--- config.mk ---
export PLATFORM = sky130hd
export DESIGN_NAME = cdid_top
export DESIGN_NICKNAME = d
export VERILOG_FILES = /design/src/cdid_pkg.sv /design/src/cdid_top.sv
export SDC_FILE = /design/constraint.sdc
export NUM_CORES = 2
export LEC_CHECK = 0
export ABC_AREA = 1
export BUFFER_PORTS_ARGS = -buffer_cell sky130_fd_sc_hd__buf_2
export CORE_ASPECT_RATIO = 1.1
export CORE_MARGIN = 2
export CORE_UTILIZATION = 25
export DETAILED_ROUTE_END_ITERATION = 6
export GPL_ROUTABILITY_DRIVEN = 0
export HOLD_SLACK_MARGIN = 0.06
export PLACE_DENSITY = 0.47
export SLEW_MARGIN = 20
export SYNTH_ARGS = -nofsm -noshare
export SYNTH_HDL_FRONTEND = slang
export SYNTH_SLANG_ARGS = --single-unit
export TNS_END_PERCENT = 50
--- constraint.sdc ---
create_clock -name sys_clk -period 22 [get_ports sys_clk]
set_input_delay 2.2 -clock sys_clk [delete_from_list [all_inputs] [get_ports sys_clk]]
set_output_delay 2.2 -clock sys_clk [all_outputs]
set_load 0.02 [all_outputs]
--- src/cdid_pkg.sv ---
package cdid_pkg;

  // timing
  localparam int unsigned CLK_MHZ      = 125;
  localparam int unsigned T_SHORT_NS   = 39000;
  localparam int unsigned T_DATA_NS    = 43000;
  localparam int unsigned T_CLEAR_NS   = 1530000;
  localparam int unsigned T_BLINK_MS   = 400;
  localparam int unsigned SHORT_CYC_D  = (T_SHORT_NS * CLK_MHZ + 999) / 1000;
  localparam int unsigned DATA_CYC_D   = (T_DATA_NS * CLK_MHZ + 999) / 1000;
  localparam int unsigned CLEAR_CYC_D  = (T_CLEAR_NS * CLK_MHZ + 999) / 1000;
  localparam int unsigned BLINK_CYC_D  = T_BLINK_MS * CLK_MHZ * 1000;

  // register byte offsets
  localparam logic [7:0] A_CMD  = 8'h00;
  localparam logic [7:0] A_DATA = 8'h04;
  localparam logic [7:0] A_CFG  = 8'h08;

  // axi responses
  localparam logic [1:0] RESP_OKAY   = 2'h0;
  localparam logic [1:0] RESP_SLVERR = 2'h2;

  // display memory geometry
  localparam logic [7:0] BLANK_CHAR  = 8'h20;
  localparam logic [6:0] AC_HOME     = 7'h00;
  localparam logic [6:0] ONE_END     = 7'h4f;
  localparam logic [6:0] L1_END      = 7'h27;
  localparam logic [6:0] L2_START    = 7'h40;
  localparam logic [6:0] L2_END      = 7'h67;
  localparam logic [6:0] FILL_LAST   = 7'h7f;
  localparam logic [3:0] ROW_SMALL   = 4'h7;
  localparam logic [3:0] ROW_LARGE   = 4'ha;
  localparam logic [4:0] DUTY_ONE    = 5'h08;
  localparam logic [4:0] DUTY_TWO    = 5'h10;

  // config status word field positions
  localparam int unsigned F_DISP   = 0;
  localparam int unsigned F_CUR    = 1;
  localparam int unsigned F_BLINK  = 2;
  localparam int unsigned F_INC    = 3;
  localparam int unsigned F_SOW    = 4;
  localparam int unsigned F_BUS8   = 5;
  localparam int unsigned F_LINES  = 6;
  localparam int unsigned F_FONT   = 7;
  localparam int unsigned F_CGSEL  = 8;
  localparam int unsigned F_CURVIS = 9;
  localparam int unsigned F_FULL   = 10;
  localparam int unsigned F_ROW    = 11;
  localparam int unsigned F_BLANK  = 15;
  localparam int unsigned F_DUTY   = 16;
  localparam int unsigned F_SHIFT  = 24;

  // reset values
  localparam logic RST_INC  = 1'b1;
  localparam logic RST_BUS8 = 1'b1;

  typedef struct packed {
    logic        awvalid;
    logic [31:0] awaddr;
    logic        wvalid;
    logic [31:0] wdata;
    logic [3:0]  wstrb;
    logic        bready;
    logic        arvalid;
    logic [31:0] araddr;
    logic        rready;
  } cdid_axi_req_t;

  typedef struct packed {
    logic        awready;
    logic        wready;
    logic        bvalid;
    logic [1:0]  bresp;
    logic        arready;
    logic        rvalid;
    logic [31:0] rdata;
    logic [1:0]  rresp;
  } cdid_axi_rsp_t;

  typedef struct packed {
    logic        aw_have;
    logic [7:0]  aw_addr;
    logic        w_have;
    logic [7:0]  w_data;
    logic        w_lane0;
    logic        bvalid;
    logic [1:0]  bresp;
    logic        rvalid;
    logic [31:0] rdata;
    logic [1:0]  rresp;
    logic [31:0] busy_cnt;
    logic        step_pend;
    logic        reload;
    logic        clr_act;
    logic [6:0]  clr_idx;
    logic [6:0]  ac;
    logic        cg_sel;
    logic        inc;
    logic        sow;
    logic        disp_on;
    logic        cur_on;
    logic        blink_on;
    logic        bus8;
    logic        lines2;
    logic        font10;
    logic [6:0]  shift;
    logic [31:0] blink_cnt;
    logic        blink_ph;
    logic        wr_lo;
    logic [3:0]  wr_hi;
    logic        rd_lo;
    logic [7:0]  rdbuf;
  } cdid_state_t;

endpackage

--- src/cdid_top.sv ---
// Our own choices: the AXI4-Lite slave port and the register addresses.
`timescale 1ns/1ps
// What this block does
// - clear fills display_ram with blank code and zeroes address_counter.
// - clear forces increment_select to increment.
// - home zeroes address_counter and display shift, ram untouched.
// - each ram data access steps address_counter by increment_select.
// - shift_on_write shifts display on display_ram writes, direction by increment_select.
// - no entry shift on display_ram reads or any glyph_ram access.
// - display_on blanks or shows display, ram kept.
// - cursor shown only with cursor_on; small font uses eighth row.
// - blink_on alternates cursor character with all dots every 0.4 s.
// - shift instruction moves cursor or display left or right.
// - display shift keeps address_counter, moves all lines.
// - bus_width_sel picks eight-bit or two-nibble transfers.
// - line_count picks one line 1/8 duty or two lines 1/16.
// - glyph address set loads six bits, selects glyph_ram.
// - display address set loads seven bits, selects display_ram.
// - display_ram address ranges follow line_count.
// - status read returns busy_flag and address_counter, no busy time.
// - data access address step lands only when busy_flag drops; cursor shift steps address_counter at once.
// - four-bit mode moves upper nibble first, then lower.
// - data accesses go to ram of latest address set.
module cdid_top
  import cdid_pkg::*;
#(
  parameter int unsigned SHORT_CYC = SHORT_CYC_D,
  parameter int unsigned DATA_CYC  = DATA_CYC_D,
  parameter int unsigned CLEAR_CYC = CLEAR_CYC_D,
  parameter int unsigned BLINK_CYC = BLINK_CYC_D
)(
  // clock and reset
  input  wire logic          sys_clk,
  input  wire logic          rst_n,
  // axi4-lite slave
  input  wire cdid_axi_req_t axi_req,
  output cdid_axi_rsp_t      axi_rsp
);

  cdid_state_t s_q;
  cdid_state_t s_d;

  logic [7:0] display_ram [128];
  logic [7:0] glyph_ram   [64];

  logic       ram_we;
  logic       ram_cg;
  logic [6:0] ram_wa;
  logic [7:0] ram_wd;
  logic       busy;
  logic       byte_full;
  logic [7:0] byte_in;
  logic       cmd_go;
  logic       dat_wr_go;
  logic       dat_rd_go;
  logic       wr_fire;
  logic       ar_hs;
  logic [7:0] stat_byte;
  logic [7:0] rd_byte;
  logic       rd_done;

  // wraps per ram and per line layout
  function automatic logic [6:0] ac_step(input logic [6:0] ac, input logic up,
                                         input logic cg, input logic two);
    logic [6:0] r;
    r = ac;
    if (cg)
      r = {1'b0, up ? ac[5:0] + 6'h01 : ac[5:0] - 6'h01};
    else if (two)
      r = up ? ((ac == L1_END) ? L2_START : (ac == L2_END) ? AC_HOME : ac + 7'h01)
             : ((ac == AC_HOME) ? L2_END : (ac == L2_START) ? L1_END : ac - 7'h01);
    else
      r = up ? ((ac >= ONE_END) ? AC_HOME : ac + 7'h01)
             : ((ac == AC_HOME) ? ONE_END : ac - 7'h01);
    return r;
  endfunction

  assign busy      = (s_q.busy_cnt != 32'h0);
  assign stat_byte = {busy, s_q.ac};
  assign wr_fire   = s_q.aw_have && s_q.w_have;
  assign ar_hs     = axi_req.arvalid && !s_q.rvalid && !wr_fire;

  always_comb
  begin
    axi_rsp         = '0;
    axi_rsp.awready = !s_q.aw_have && !s_q.bvalid;
    axi_rsp.wready  = !s_q.w_have && !s_q.bvalid;
    axi_rsp.bvalid  = s_q.bvalid;
    axi_rsp.bresp   = s_q.bresp;
    // a read waits one cycle behind a pending write so both never touch the counter
    axi_rsp.arready = !s_q.rvalid && !wr_fire;
    axi_rsp.rvalid  = s_q.rvalid;
    axi_rsp.rdata   = s_q.rdata;
    axi_rsp.rresp   = s_q.rresp;
  end

  always_comb
  begin
    s_d       = s_q;
    ram_we    = 1'b0;
    ram_cg    = 1'b0;
    ram_wa    = s_q.ac;
    ram_wd    = BLANK_CHAR;
    byte_full = 1'b0;
    byte_in   = s_q.w_data;
    cmd_go    = 1'b0;
    dat_wr_go = 1'b0;
    dat_rd_go = 1'b0;
    rd_byte   = 8'h00;
    rd_done   = 1'b0;

    // read buffer follows the counter one cycle after it moves
    if (s_q.reload)
    begin
      s_d.reload = 1'b0;
      s_d.rdbuf  = s_q.cg_sel ? glyph_ram[s_q.ac[5:0]] : display_ram[s_q.ac];
    end

    // execution timer; the pending step lands as busy drops
    if (busy)
    begin
      s_d.busy_cnt = s_q.busy_cnt - 32'h1;
      if (s_q.busy_cnt == 32'h1 && s_q.step_pend)
      begin
        s_d.ac        = ac_step(s_q.ac, s_q.inc, s_q.cg_sel, s_q.lines2);
        s_d.step_pend = 1'b0;
        s_d.reload    = 1'b1;
      end
    end

    // blank fill runs inside the clear busy time
    if (s_q.clr_act)
    begin
      ram_we      = 1'b1;
      ram_wa      = s_q.clr_idx;
      ram_wd      = BLANK_CHAR;
      s_d.clr_idx = s_q.clr_idx + 7'h01;
      if (s_q.clr_idx == FILL_LAST)
        s_d.clr_act = 1'b0;
    end

    if (s_q.blink_on)
    begin
      if (s_q.blink_cnt >= BLINK_CYC - 1)
      begin
        s_d.blink_cnt = 32'h0;
        s_d.blink_ph  = !s_q.blink_ph;
      end
      else
        s_d.blink_cnt = s_q.blink_cnt + 32'h1;
    end
    else
    begin
      s_d.blink_cnt = 32'h0;
      s_d.blink_ph  = 1'b0;
    end

    // axi write side
    if (axi_req.awvalid && axi_rsp.awready)
    begin
      s_d.aw_have = 1'b1;
      s_d.aw_addr = axi_req.awaddr[7:0];
    end
    if (axi_req.wvalid && axi_rsp.wready)
    begin
      s_d.w_have  = 1'b1;
      s_d.w_data  = axi_req.wdata[7:0];
      s_d.w_lane0 = axi_req.wstrb[0];
    end
    if (s_q.bvalid && axi_req.bready)
      s_d.bvalid = 1'b0;

    if (wr_fire)
    begin
      s_d.aw_have = 1'b0;
      s_d.w_have  = 1'b0;
      s_d.bvalid  = 1'b1;
      s_d.bresp   = RESP_OKAY;
      if (s_q.aw_addr == A_CMD || s_q.aw_addr == A_DATA)
      begin
        if (s_q.w_lane0)
        begin
          if (s_q.bus8)
            byte_full = 1'b1;
          else if (!s_q.wr_lo)
          begin
            s_d.wr_hi = s_q.w_data[7:4];
            s_d.wr_lo = 1'b1;
          end
          else
          begin
            byte_in   = {s_q.wr_hi, s_q.w_data[7:4]};
            byte_full = 1'b1;
            s_d.wr_lo = 1'b0;
          end
        end
      end
      else
        s_d.bresp = RESP_SLVERR;
    end
    cmd_go    = byte_full && !busy && (s_q.aw_addr == A_CMD);
    dat_wr_go = byte_full && !busy && (s_q.aw_addr == A_DATA);

    if (cmd_go)
    begin
      s_d.busy_cnt = SHORT_CYC;
      casez (byte_in)
        8'b1???????:
        begin
          s_d.ac     = byte_in[6:0];
          s_d.cg_sel = 1'b0;
          s_d.reload = 1'b1;
        end
        8'b01??????:
        begin
          s_d.ac     = {1'b0, byte_in[5:0]};
          s_d.cg_sel = 1'b1;
          s_d.reload = 1'b1;
        end
        8'b001?????:
        begin
          s_d.bus8   = byte_in[4];
          s_d.lines2 = byte_in[3];
          s_d.font10 = byte_in[2];
        end
        8'b0001????:
        begin
          if (!byte_in[3])
          begin
            s_d.ac     = ac_step(s_q.ac, byte_in[2], s_q.cg_sel, s_q.lines2);
            s_d.reload = 1'b1;
          end
          else
            // one offset moves every line together and leaves the counter alone
            s_d.shift = byte_in[2] ? s_q.shift - 7'h01 : s_q.shift + 7'h01;
        end
        8'b00001???:
        begin
          s_d.disp_on  = byte_in[2];
          s_d.cur_on   = byte_in[1];
          s_d.blink_on = byte_in[0];
        end
        8'b000001??:
        begin
          s_d.inc = byte_in[1];
          s_d.sow = byte_in[0];
        end
        8'b0000001?:
        begin
          s_d.ac       = AC_HOME;
          s_d.cg_sel   = 1'b0;
          s_d.shift    = 7'h00;
          s_d.reload   = 1'b1;
          s_d.busy_cnt = CLEAR_CYC;
        end
        8'b00000001:
        begin
          s_d.clr_act  = 1'b1;
          s_d.clr_idx  = 7'h00;
          s_d.ac       = AC_HOME;
          s_d.cg_sel   = 1'b0;
          s_d.inc      = 1'b1;
          s_d.shift    = 7'h00;
          s_d.busy_cnt = CLEAR_CYC;
        end
        default:
          s_d.busy_cnt = SHORT_CYC;
      endcase
    end

    if (dat_wr_go)
    begin
      ram_we        = 1'b1;
      ram_cg        = s_q.cg_sel;
      ram_wa        = s_q.ac;
      ram_wd        = byte_in;
      s_d.step_pend = 1'b1;
      s_d.busy_cnt  = DATA_CYC;
      if (s_q.sow && !s_q.cg_sel)
        s_d.shift = s_q.inc ? s_q.shift + 7'h01 : s_q.shift - 7'h01;
    end

    // axi read side; status costs no busy time
    if (s_q.rvalid && axi_req.rready)
      s_d.rvalid = 1'b0;
    if (ar_hs)
    begin
      s_d.rvalid = 1'b1;
      s_d.rresp  = RESP_OKAY;
      s_d.rdata  = 32'h0;
      if (axi_req.araddr[7:0] == A_CMD || axi_req.araddr[7:0] == A_DATA)
      begin
        rd_byte = (axi_req.araddr[7:0] == A_CMD) ? stat_byte : s_q.rdbuf;
        if (s_q.bus8)
        begin
          s_d.rdata[7:0] = rd_byte;
          rd_done        = 1'b1;
        end
        else if (!s_q.rd_lo)
        begin
          s_d.rdata[7:4] = rd_byte[7:4];
          s_d.rd_lo      = 1'b1;
        end
        else
        begin
          s_d.rdata[7:4] = rd_byte[3:0];
          s_d.rd_lo      = 1'b0;
          rd_done        = 1'b1;
        end
      end
      else if (axi_req.araddr[7:0] == A_CFG)
      begin
        s_d.rdata[F_DISP]   = s_q.disp_on;
        s_d.rdata[F_CUR]    = s_q.cur_on;
        s_d.rdata[F_BLINK]  = s_q.blink_on;
        s_d.rdata[F_INC]    = s_q.inc;
        s_d.rdata[F_SOW]    = s_q.sow;
        s_d.rdata[F_BUS8]   = s_q.bus8;
        s_d.rdata[F_LINES]  = s_q.lines2;
        s_d.rdata[F_FONT]   = s_q.font10;
        s_d.rdata[F_CGSEL]  = s_q.cg_sel;
        s_d.rdata[F_CURVIS] = s_q.cur_on && s_q.disp_on;
        s_d.rdata[F_FULL]   = s_q.blink_on && s_q.blink_ph && s_q.disp_on;
        s_d.rdata[F_ROW+:4] = s_q.font10 ? ROW_LARGE : ROW_SMALL;
        s_d.rdata[F_BLANK]  = !s_q.disp_on;
        s_d.rdata[F_DUTY+:5] = s_q.lines2 ? DUTY_TWO : DUTY_ONE;
        s_d.rdata[F_SHIFT+:7] = s_q.shift;
      end
      else
        s_d.rresp = RESP_SLVERR;
    end
    dat_rd_go = rd_done && !busy && (axi_req.araddr[7:0] == A_DATA);
    if (dat_rd_go)
    begin
      // reads never shift; the stale buffer is why the first read can be wrong
      s_d.step_pend = 1'b1;
      s_d.busy_cnt  = DATA_CYC;
    end
  end

  always_ff @(posedge sys_clk or negedge rst_n)
  begin
    if (!rst_n)
    begin
      s_q      <= '0;
      s_q.inc  <= RST_INC;
      s_q.bus8 <= RST_BUS8;
    end
    else
      s_q <= s_d;
  end

  // ram contents need no reset; clear fills display_ram only
  always_ff @(posedge sys_clk)
  begin
    if (ram_we && !ram_cg)
      display_ram[ram_wa] <= ram_wd;
    if (ram_we && ram_cg)
      glyph_ram[ram_wa[5:0]] <= ram_wd;
  end

  a_clear_home: assert property (@(posedge sys_clk) disable iff (!rst_n)
    cmd_go && byte_in == 8'h01 |=> s_q.ac == AC_HOME && s_q.inc && s_q.clr_act ##128 !s_q.clr_act)
    else $error("clear did not home counter or fill ram");
  a_clear_incr: assert property (@(posedge sys_clk) disable iff (!rst_n)
    cmd_go && byte_in == 8'h01 && !s_q.inc |=> s_q.inc)
    else $error("clear left decrement mode");
  a_home_unshift: assert property (@(posedge sys_clk) disable iff (!rst_n)
    cmd_go && byte_in[7:1] == 7'h01 |=> s_q.shift == 7'h00 && s_q.ac == AC_HOME)
    else $error("home did not reset shift and counter");
  a_step_late: assert property (@(posedge sys_clk) disable iff (!rst_n)
    s_q.step_pend && s_q.busy_cnt > 32'h1 |=> $stable(s_q.ac))
    else $error("counter stepped while busy");
  a_read_noshift: assert property (@(posedge sys_clk) disable iff (!rst_n)
    dat_rd_go || (dat_wr_go && s_q.cg_sel) |=> $stable(s_q.shift))
    else $error("display shifted on read or glyph access");
  a_disp_shift_ac: assert property (@(posedge sys_clk) disable iff (!rst_n)
    cmd_go && byte_in[7:3] == 5'h03 |=> $stable(s_q.ac) && s_q.shift != $past(s_q.shift))
    else $error("display shift moved counter or not shifted");
  a_busy_ignore: assert property (@(posedge sys_clk) disable iff (!rst_n)
    byte_full && busy && !(s_q.busy_cnt == 32'h1 && s_q.step_pend) |=> $stable(s_q.ac)
      && $stable(s_q.disp_on) && $stable(s_q.sow))
    else $error("instruction taken while busy");
  a_busy_time: assert property (@(posedge sys_clk) disable iff (!rst_n)
    dat_wr_go |=> busy [*8] ##1 s_q.busy_cnt == DATA_CYC - 8)
    else $error("busy time wrong after data write");
  a_status_read: assert property (@(posedge sys_clk) disable iff (!rst_n)
    ar_hs && s_q.bus8 && axi_req.araddr[7:0] == A_CMD
      |=> s_q.rvalid && s_q.rdata[7:0] == $past(stat_byte)
      && s_q.busy_cnt == (($past(s_q.busy_cnt) == 32'h0) ? 32'h0 : $past(s_q.busy_cnt) - 32'h1))
    else $error("status read wrong");
  a_shift_write: assert property (@(posedge sys_clk) disable iff (!rst_n)
    dat_wr_go && s_q.sow && !s_q.cg_sel && s_q.inc |=> s_q.shift == $past(s_q.shift) + 7'h01)
    else $error("write shift missing");

endmodule

* Word level (Yosys, flattened, before mapping) *
Memories as Yosys holds them, arrays and structs flattened.
Index checks and enable logic that the tools add are counted.

operators by class
  add/sub/neg operators = 9
  $lt $le $gt $ge = 2
  equality and inequality tests = 16
  muxes and demuxes = 95
  bitwise operators = 2
  reductions and logical operators = 59

operators with widths
  cell                                                    count
  two-way mux 7 bit                                       26
  two-way mux 33 bit                                      3
  two-way mux 32 bit                                      3
  two-way mux 8 bit                                       11
  two-way mux 35 bit                                      1
  two-way mux 34 bit                                      1
  adder 32 x 1 -> 32 bit (second input constant)          1
  == test 32 x 1 -> 1 bit (second input constant)         1
  >= comparator 32 x 26 -> 1 bit (second input constant)  1
  nonzero test 32 bit                                     1
  subtractor 32 x 1 -> 32 bit (second input constant)     1
  case mux 7 bit (4 select lines)                         1
  two-way mux 1 bit                                       26
  logical AND 1 bit                                       22
  adder 7 x 1 -> 7 bit (second input constant)            3
  == test 7 bit (second input constant)                   3
  two-way mux 21 bit                                      1
  two-way mux 18 bit                                      1
  == test 8 x 3 -> 1 bit (second input constant)          2
  logical NOT 8 bit                                       2
  two-way mux 4 bit                                       4
  case mux 7 bit (2 select lines)                         1
  subtractor 7 x 1 -> 7 bit (second input constant)       2
  two-way mux 13 bit                                      1
  other kinds (33)                                        64

storage, ports and cells
  flip-flop bits (word level) = 165
  RAM bits = 1,536
  bits of input ports = 107
  output and inout port bits = 41
  memories kept = 2

memories
  memory       depth  width  rd ports  clocked after memory_dff  write ports  line            source
  display_ram  128    8      1         0                         1            cdid_top.sv:43  logic [7:0] display_ram [128];
  glyph_ram    64     8      1         0                         1            cdid_top.sv:44  logic [7:0] glyph_ram [64];

* Longest topological paths before layout *
  depth after elaboration = 13
  depth in mapped cells = 21
  gate-level depth less buffers = 18

* Worst setup path after synthesis *
Ideal clock, no wire load.

  path type = flip-flop to flip-flop
  start point = reg s_q[80] (netlist name)
  end point = mem display_ram[0][0] (data pin)
  arrival time = 6.179 ns
  required time = 20.908 ns
  path slack = 14.729 ns
  stages on the path, launching flop included = 13
  clock period less this slack = 7.271 ns
  path through = dfrtp_1 inv_1 ha_1 nand2_2 nor2_4 nand2_4 nor2_4 nand3_2 nor2_4 nand2_2 nor2_4 inv_2 nor2_1

between the ends
  longest elaborated chain between the ends = 5

RTL lines
  item                            line             source
  start, declared                 cdid_top.sv:40   cdid_state_t s_q;
  nonzero test 32 bit             cdid_top.sv:78   assign busy = (s_q.busy_cnt != 32'h0);
  logical NOT 1 bit               cdid_top.sv:202  dat_wr_go = byte_full && !busy && (s_q.aw_addr == A_DATA);
  logical AND 1 bit (2 in a row)  cdid_top.sv:202
  two-way mux 8 bit               cdid_top.sv:271  if (dat_wr_go)
  named net ram_wd[0]             cdid_top.sv:49   logic [7:0] ram_wd;
  end, declared                   cdid_top.sv:43

The timed path passes the listed nets, and every way through them passes these cells.

* Worst setup path in the final report *
  start point = reg s_q[63] (netlist name)
  end point = reg s_q[0] (netlist name)

between the ends
  longest elaborated chain between the ends = 2

RTL lines
  item                                                                          line             source
  memory read (128 x 8 bit) / memory read (64 x 8 bit) (equally long branches)  -
  two-way mux 8 bit (*)                                                         cdid_top.sv:116  s_d.rdbuf = s_q.cg_sel ? glyph_ram[s_q.ac[5:0]] : display_ram[s_q.ac];

Every way passes the cells marked *; elsewhere a longest branch is shown, timed or not.
A chain may end at the register's enable or synchronous reset.

==> metrics.csv <==
stage,metric,value,unit
floorplan,IO Pins,148,
synth,main flop type after synthesis,edfxtp_1,
pwr,cell-internal power,5.11,mW
sta,"Setup violations, final",0,
grt,largest net degree at the start of global routing,193,
cts,clock-pin slew of the registers on the worst-case setup and hold paths,70,ps
cts,TritonCTS clock tree,yes,
grt,global-route wire length before repair,304,mm
sta,Max transition margin,24.5,%
cts,latest clock arrival within the worst-skew pair,830,ps
pwr,Clk pwr share,43.9,%
pwr,Sw Ratio,21.8,%
placement,dpl cells,9519,
synth,syn avg cell area,11.6,um^2
worst_setup_path,CP Data Required Time,22760,ps
worst_setup_path,CP endpoint kind,flip-flop,
sta,RSZ-0062 raised after global routing,no,
sta,Fin. Hold Viols,0,
cts,Setup Buffers After CTS,0,
floorplan,die area,0.287,mm^2
finish,"most common cell after layout, fill and taps aside",edfxtp_1,
cts,CTS Buf Count,174,
run_status,run status,completed,
synth,cell count after synthesis,6069,
worst_setup_path,startpoint types,flip-flop,
finish,Layout Nets,6105,
finish,Non-Filler Instances,9836,
cts,Root Driver,clkbuf_16,
synth,Cell variety after synth,54,
finish,"commonest cells after routing, fill and taps aside","1536 x edfxtp_1, 1250 x nor2_1, 870 x o21ai_0",
detailed_routing,vias per cell,4.74,
detailed_routing,Vias,46637,
pwr,PwrDens,81.4,mW/mm^2
sta,Worst-Margin Slew,1130,ps
floorplan,Initial Utilization,25.2,%
pwr,combinational share of power,2.6,%
grt,All-Layer GR Usage,14.0,%
worst_setup_path,Worst R2R Setup Slack,16570,ps
sta,Clock Skews,52.4,ps
cts,CTS Sinks,1695,
synth,Ys Warns,0,
floorplan,Die X,511,um
floorplan,cell row count,204,
sta,f_max,0.184,GHz
finish,Layout area overhead,13.4,%
pwr,part of the power in registers,53.5,%
hold_path,worst hold path type,flip-flop to flip-flop,
worst_setup_path,peak fanout along the critical path,179,
worst_setup_path,critical path type,flip-flop to flip-flop,
synth,synthesis-stage register bit count,1695,
detailed_routing,mean routed wirelength per cell,21.1,um
synth,Synth Cell Area,0.0707,mm^2
flow_run,max-capacitance violation count,0,
worst_setup_path,CP startpoint,s_q[63]$_DFF_PN0_,
detailed_routing,ANT nets after route,0,
worst_setup_path,arrival time worst endpoint,6190,ps
worst_setup_path,FF-to-FF End,s_q[0]$_DFFE_PN0P_,
floorplan,DIE HEIGHT,562,um
pwr,peak supply drop,0.0848,mV
synth,Yosys top cell by area,edfxtp_1,
sta,setup TNS,0,ps
detailed_routing,1st-pass router iterations,7,
cts,hold_buf cts,0,
cts,H-tree Lvls,4,
worst_setup_path,reg2reg start,s_q[63]$_DFF_PN0_,
synth,Area contributors post-synth,"edfxtp_1 65%, nor2_1 6.7%, o21ai_0 6.2%",
detailed_routing,DRC viols,0,
pwr,P_leak,24.0,nW
worst_setup_path,Setup crit end,s_q[0]$_DFFE_PN0P_,
finish,layout cells sized above 1,7.96,%
floorplan,Core Area,0.281,mm^2
cts,clk buf depth,3,
grt,via count of the first global-routing pass,44600,
sta,Final min period,5430,ps
synth,Post-synth EDFFs,1536,
pwr,switching power,1.42,mW
synth,asr flop ratio synth,9.38,%
grt,initial antenna violation count,0,
sta,"Slew Viols, Final",0,
finish,Antenna diodes,0,
detailed_routing,drt total wl,207,mm
placement,Buffers on Ports,63,
synth,register area share after synthesis,70.9,%
grt,Overflow after GRT,0,
cts,post-CTS sizing,0,
placement,Post-DP HPWL,117,mm
worst_setup_path,Reg2Reg Depth,14,
synth,Synth top area share,65.3,%
sta,final worst-path cycle share,24.7,%
detailed_routing,DRT iter0 DRCs,3851,
==> critical path, stage by stage (launching register included) <==
cell	delay (ps)
dfrtp_4	710
inv_8	600
buf_4	840
buf_12	540
buf_4	770
o21ai_0	210
o211ai_1	180
nand3_1	230
nand3_1	240
nand3_1	150
nand3_1	110
nand2_1	160
nand2_1	110
nand2_1	50
nand2_1	50
==> cell families (layout without fill, tap and decap cells) <==
| group | count (synthesis) | after routing | synth area share, % |
|---|---|---|---|
| AO/OA/AOI/OAI | 1426 | 1426 | 11.4 |
| XOR/XNOR | 52 | 52 | 0.644 |
| adder cells (fa/ha/maj) | 9 | 9 | 0.159 |
| buffers and inverters | 582 | 627 | 3.41 |
| flip-flops | 1695 | 1695 | 70.9 |
| multiplexers | 2 | 2 | 0.0319 |
| other | 1 | 15 | 0.00531 |
| AND/OR/NAND/NOR | 2302 | 2302 | 13.5 |
==> layout make-up <==
class / instances / area [um^2]
clock buffer: 218 / 4620
clock inverter: 97 / 822
fill: 28707 / 201000
inverter: 180 / 697
multi-input combinational: 3806 / 18300
sequential: 1695 / 50100
tap: 3708 / 4640
timing repair buffer: 132 / 963
==> cell usage after synthesis, types with 3 or more instances <==
cell      instances
a211oi_1          4
a21oi_1         106
a31oi_1          11
buf_1            24
buf_2            14
buf_4            41
buf_6             4
clkbuf_1        317
clkinv_1          9
dfrtp_1         157
edfxtp_1       1536
ha_1              9
inv_1           156
inv_2            14
nand2_1         622
nand2_2          10
nand2_4           4
nand3_1         260
nand3b_1          4
nand4_1          48
nand4_4           4
nor2_1         1258
nor2_2           24
nor2_4            8
nor3_1           28
nor4_1           14
o211ai_1        164
o21a_1            4
o21ai_0         870
o21ai_1           5
o21ai_2           3
o221ai_1         39
o22ai_1         212
or2_2             6
xnor2_1          13
xor2_1           39
==> sequential cells by signal, indices dropped and copies added, names as in the netlist <==
name         cells
axi_rsp         28
display_ram   1024
glyph_ram      512
s_q            131
==> power by group through the flow <==
stage	sequential [mW]	combinational, mW	clock [mW]
after detailed placement	3.56	0.169	0
after CTS	3.49	0.170	2.93
after global placement	3.56	0.167	0
final	3.49	0.169	2.87
after floorplan	3.56	0.117	0
after global routing	3.49	0.189	3.04
==> how the worst min path moves through the flow <==
stage                          from                    to  slack, ps  depth (start not counted)
2_1_floorplan  s_q[110]$_DFFE_PN0P_  s_q[110]$_DFFE_PN0P_        440                          1
3_3_place_gp   s_q[110]$_DFFE_PN0P_  s_q[110]$_DFFE_PN0P_        460                          1
3_5_place_dp   s_q[110]$_DFFE_PN0P_  s_q[110]$_DFFE_PN0P_        460                          1
4_1_cts        s_q[110]$_DFFE_PN0P_  s_q[110]$_DFFE_PN0P_        470                          1
5_1_grt        s_q[110]$_DFFE_PN0P_  s_q[110]$_DFFE_PN0P_        490                          1
6_report       s_q[110]$_DFFE_PN0P_  s_q[110]$_DFFE_PN0P_        470                          1
==> metal layers <==
metal	up-vias	share of wire (%)	global-route usage [%]
li1	21611	-	-
met1	23334	44	18.7
met5	-	0	0
met2	1386	48	23.3
met4	0	2.9	4.49
met3	306	5.3	2.00
==> per-stage QoR <==
stage	utilization [%]	area (um^2)	hold slack [ps]	total power, mW	setup WS (ps)
after CTS	28.5	80100	473	6.60	16540
after detailed placement	26.6	74700	462	3.73	16610
final	28.5	80200	468	6.53	16570
after floorplan	-	70700	443	3.68	14730
after global placement	26.6	74700	462	3.73	16660
after global routing	28.5	80200	492	6.73	16190
Power figures use the tool's default switching activity.
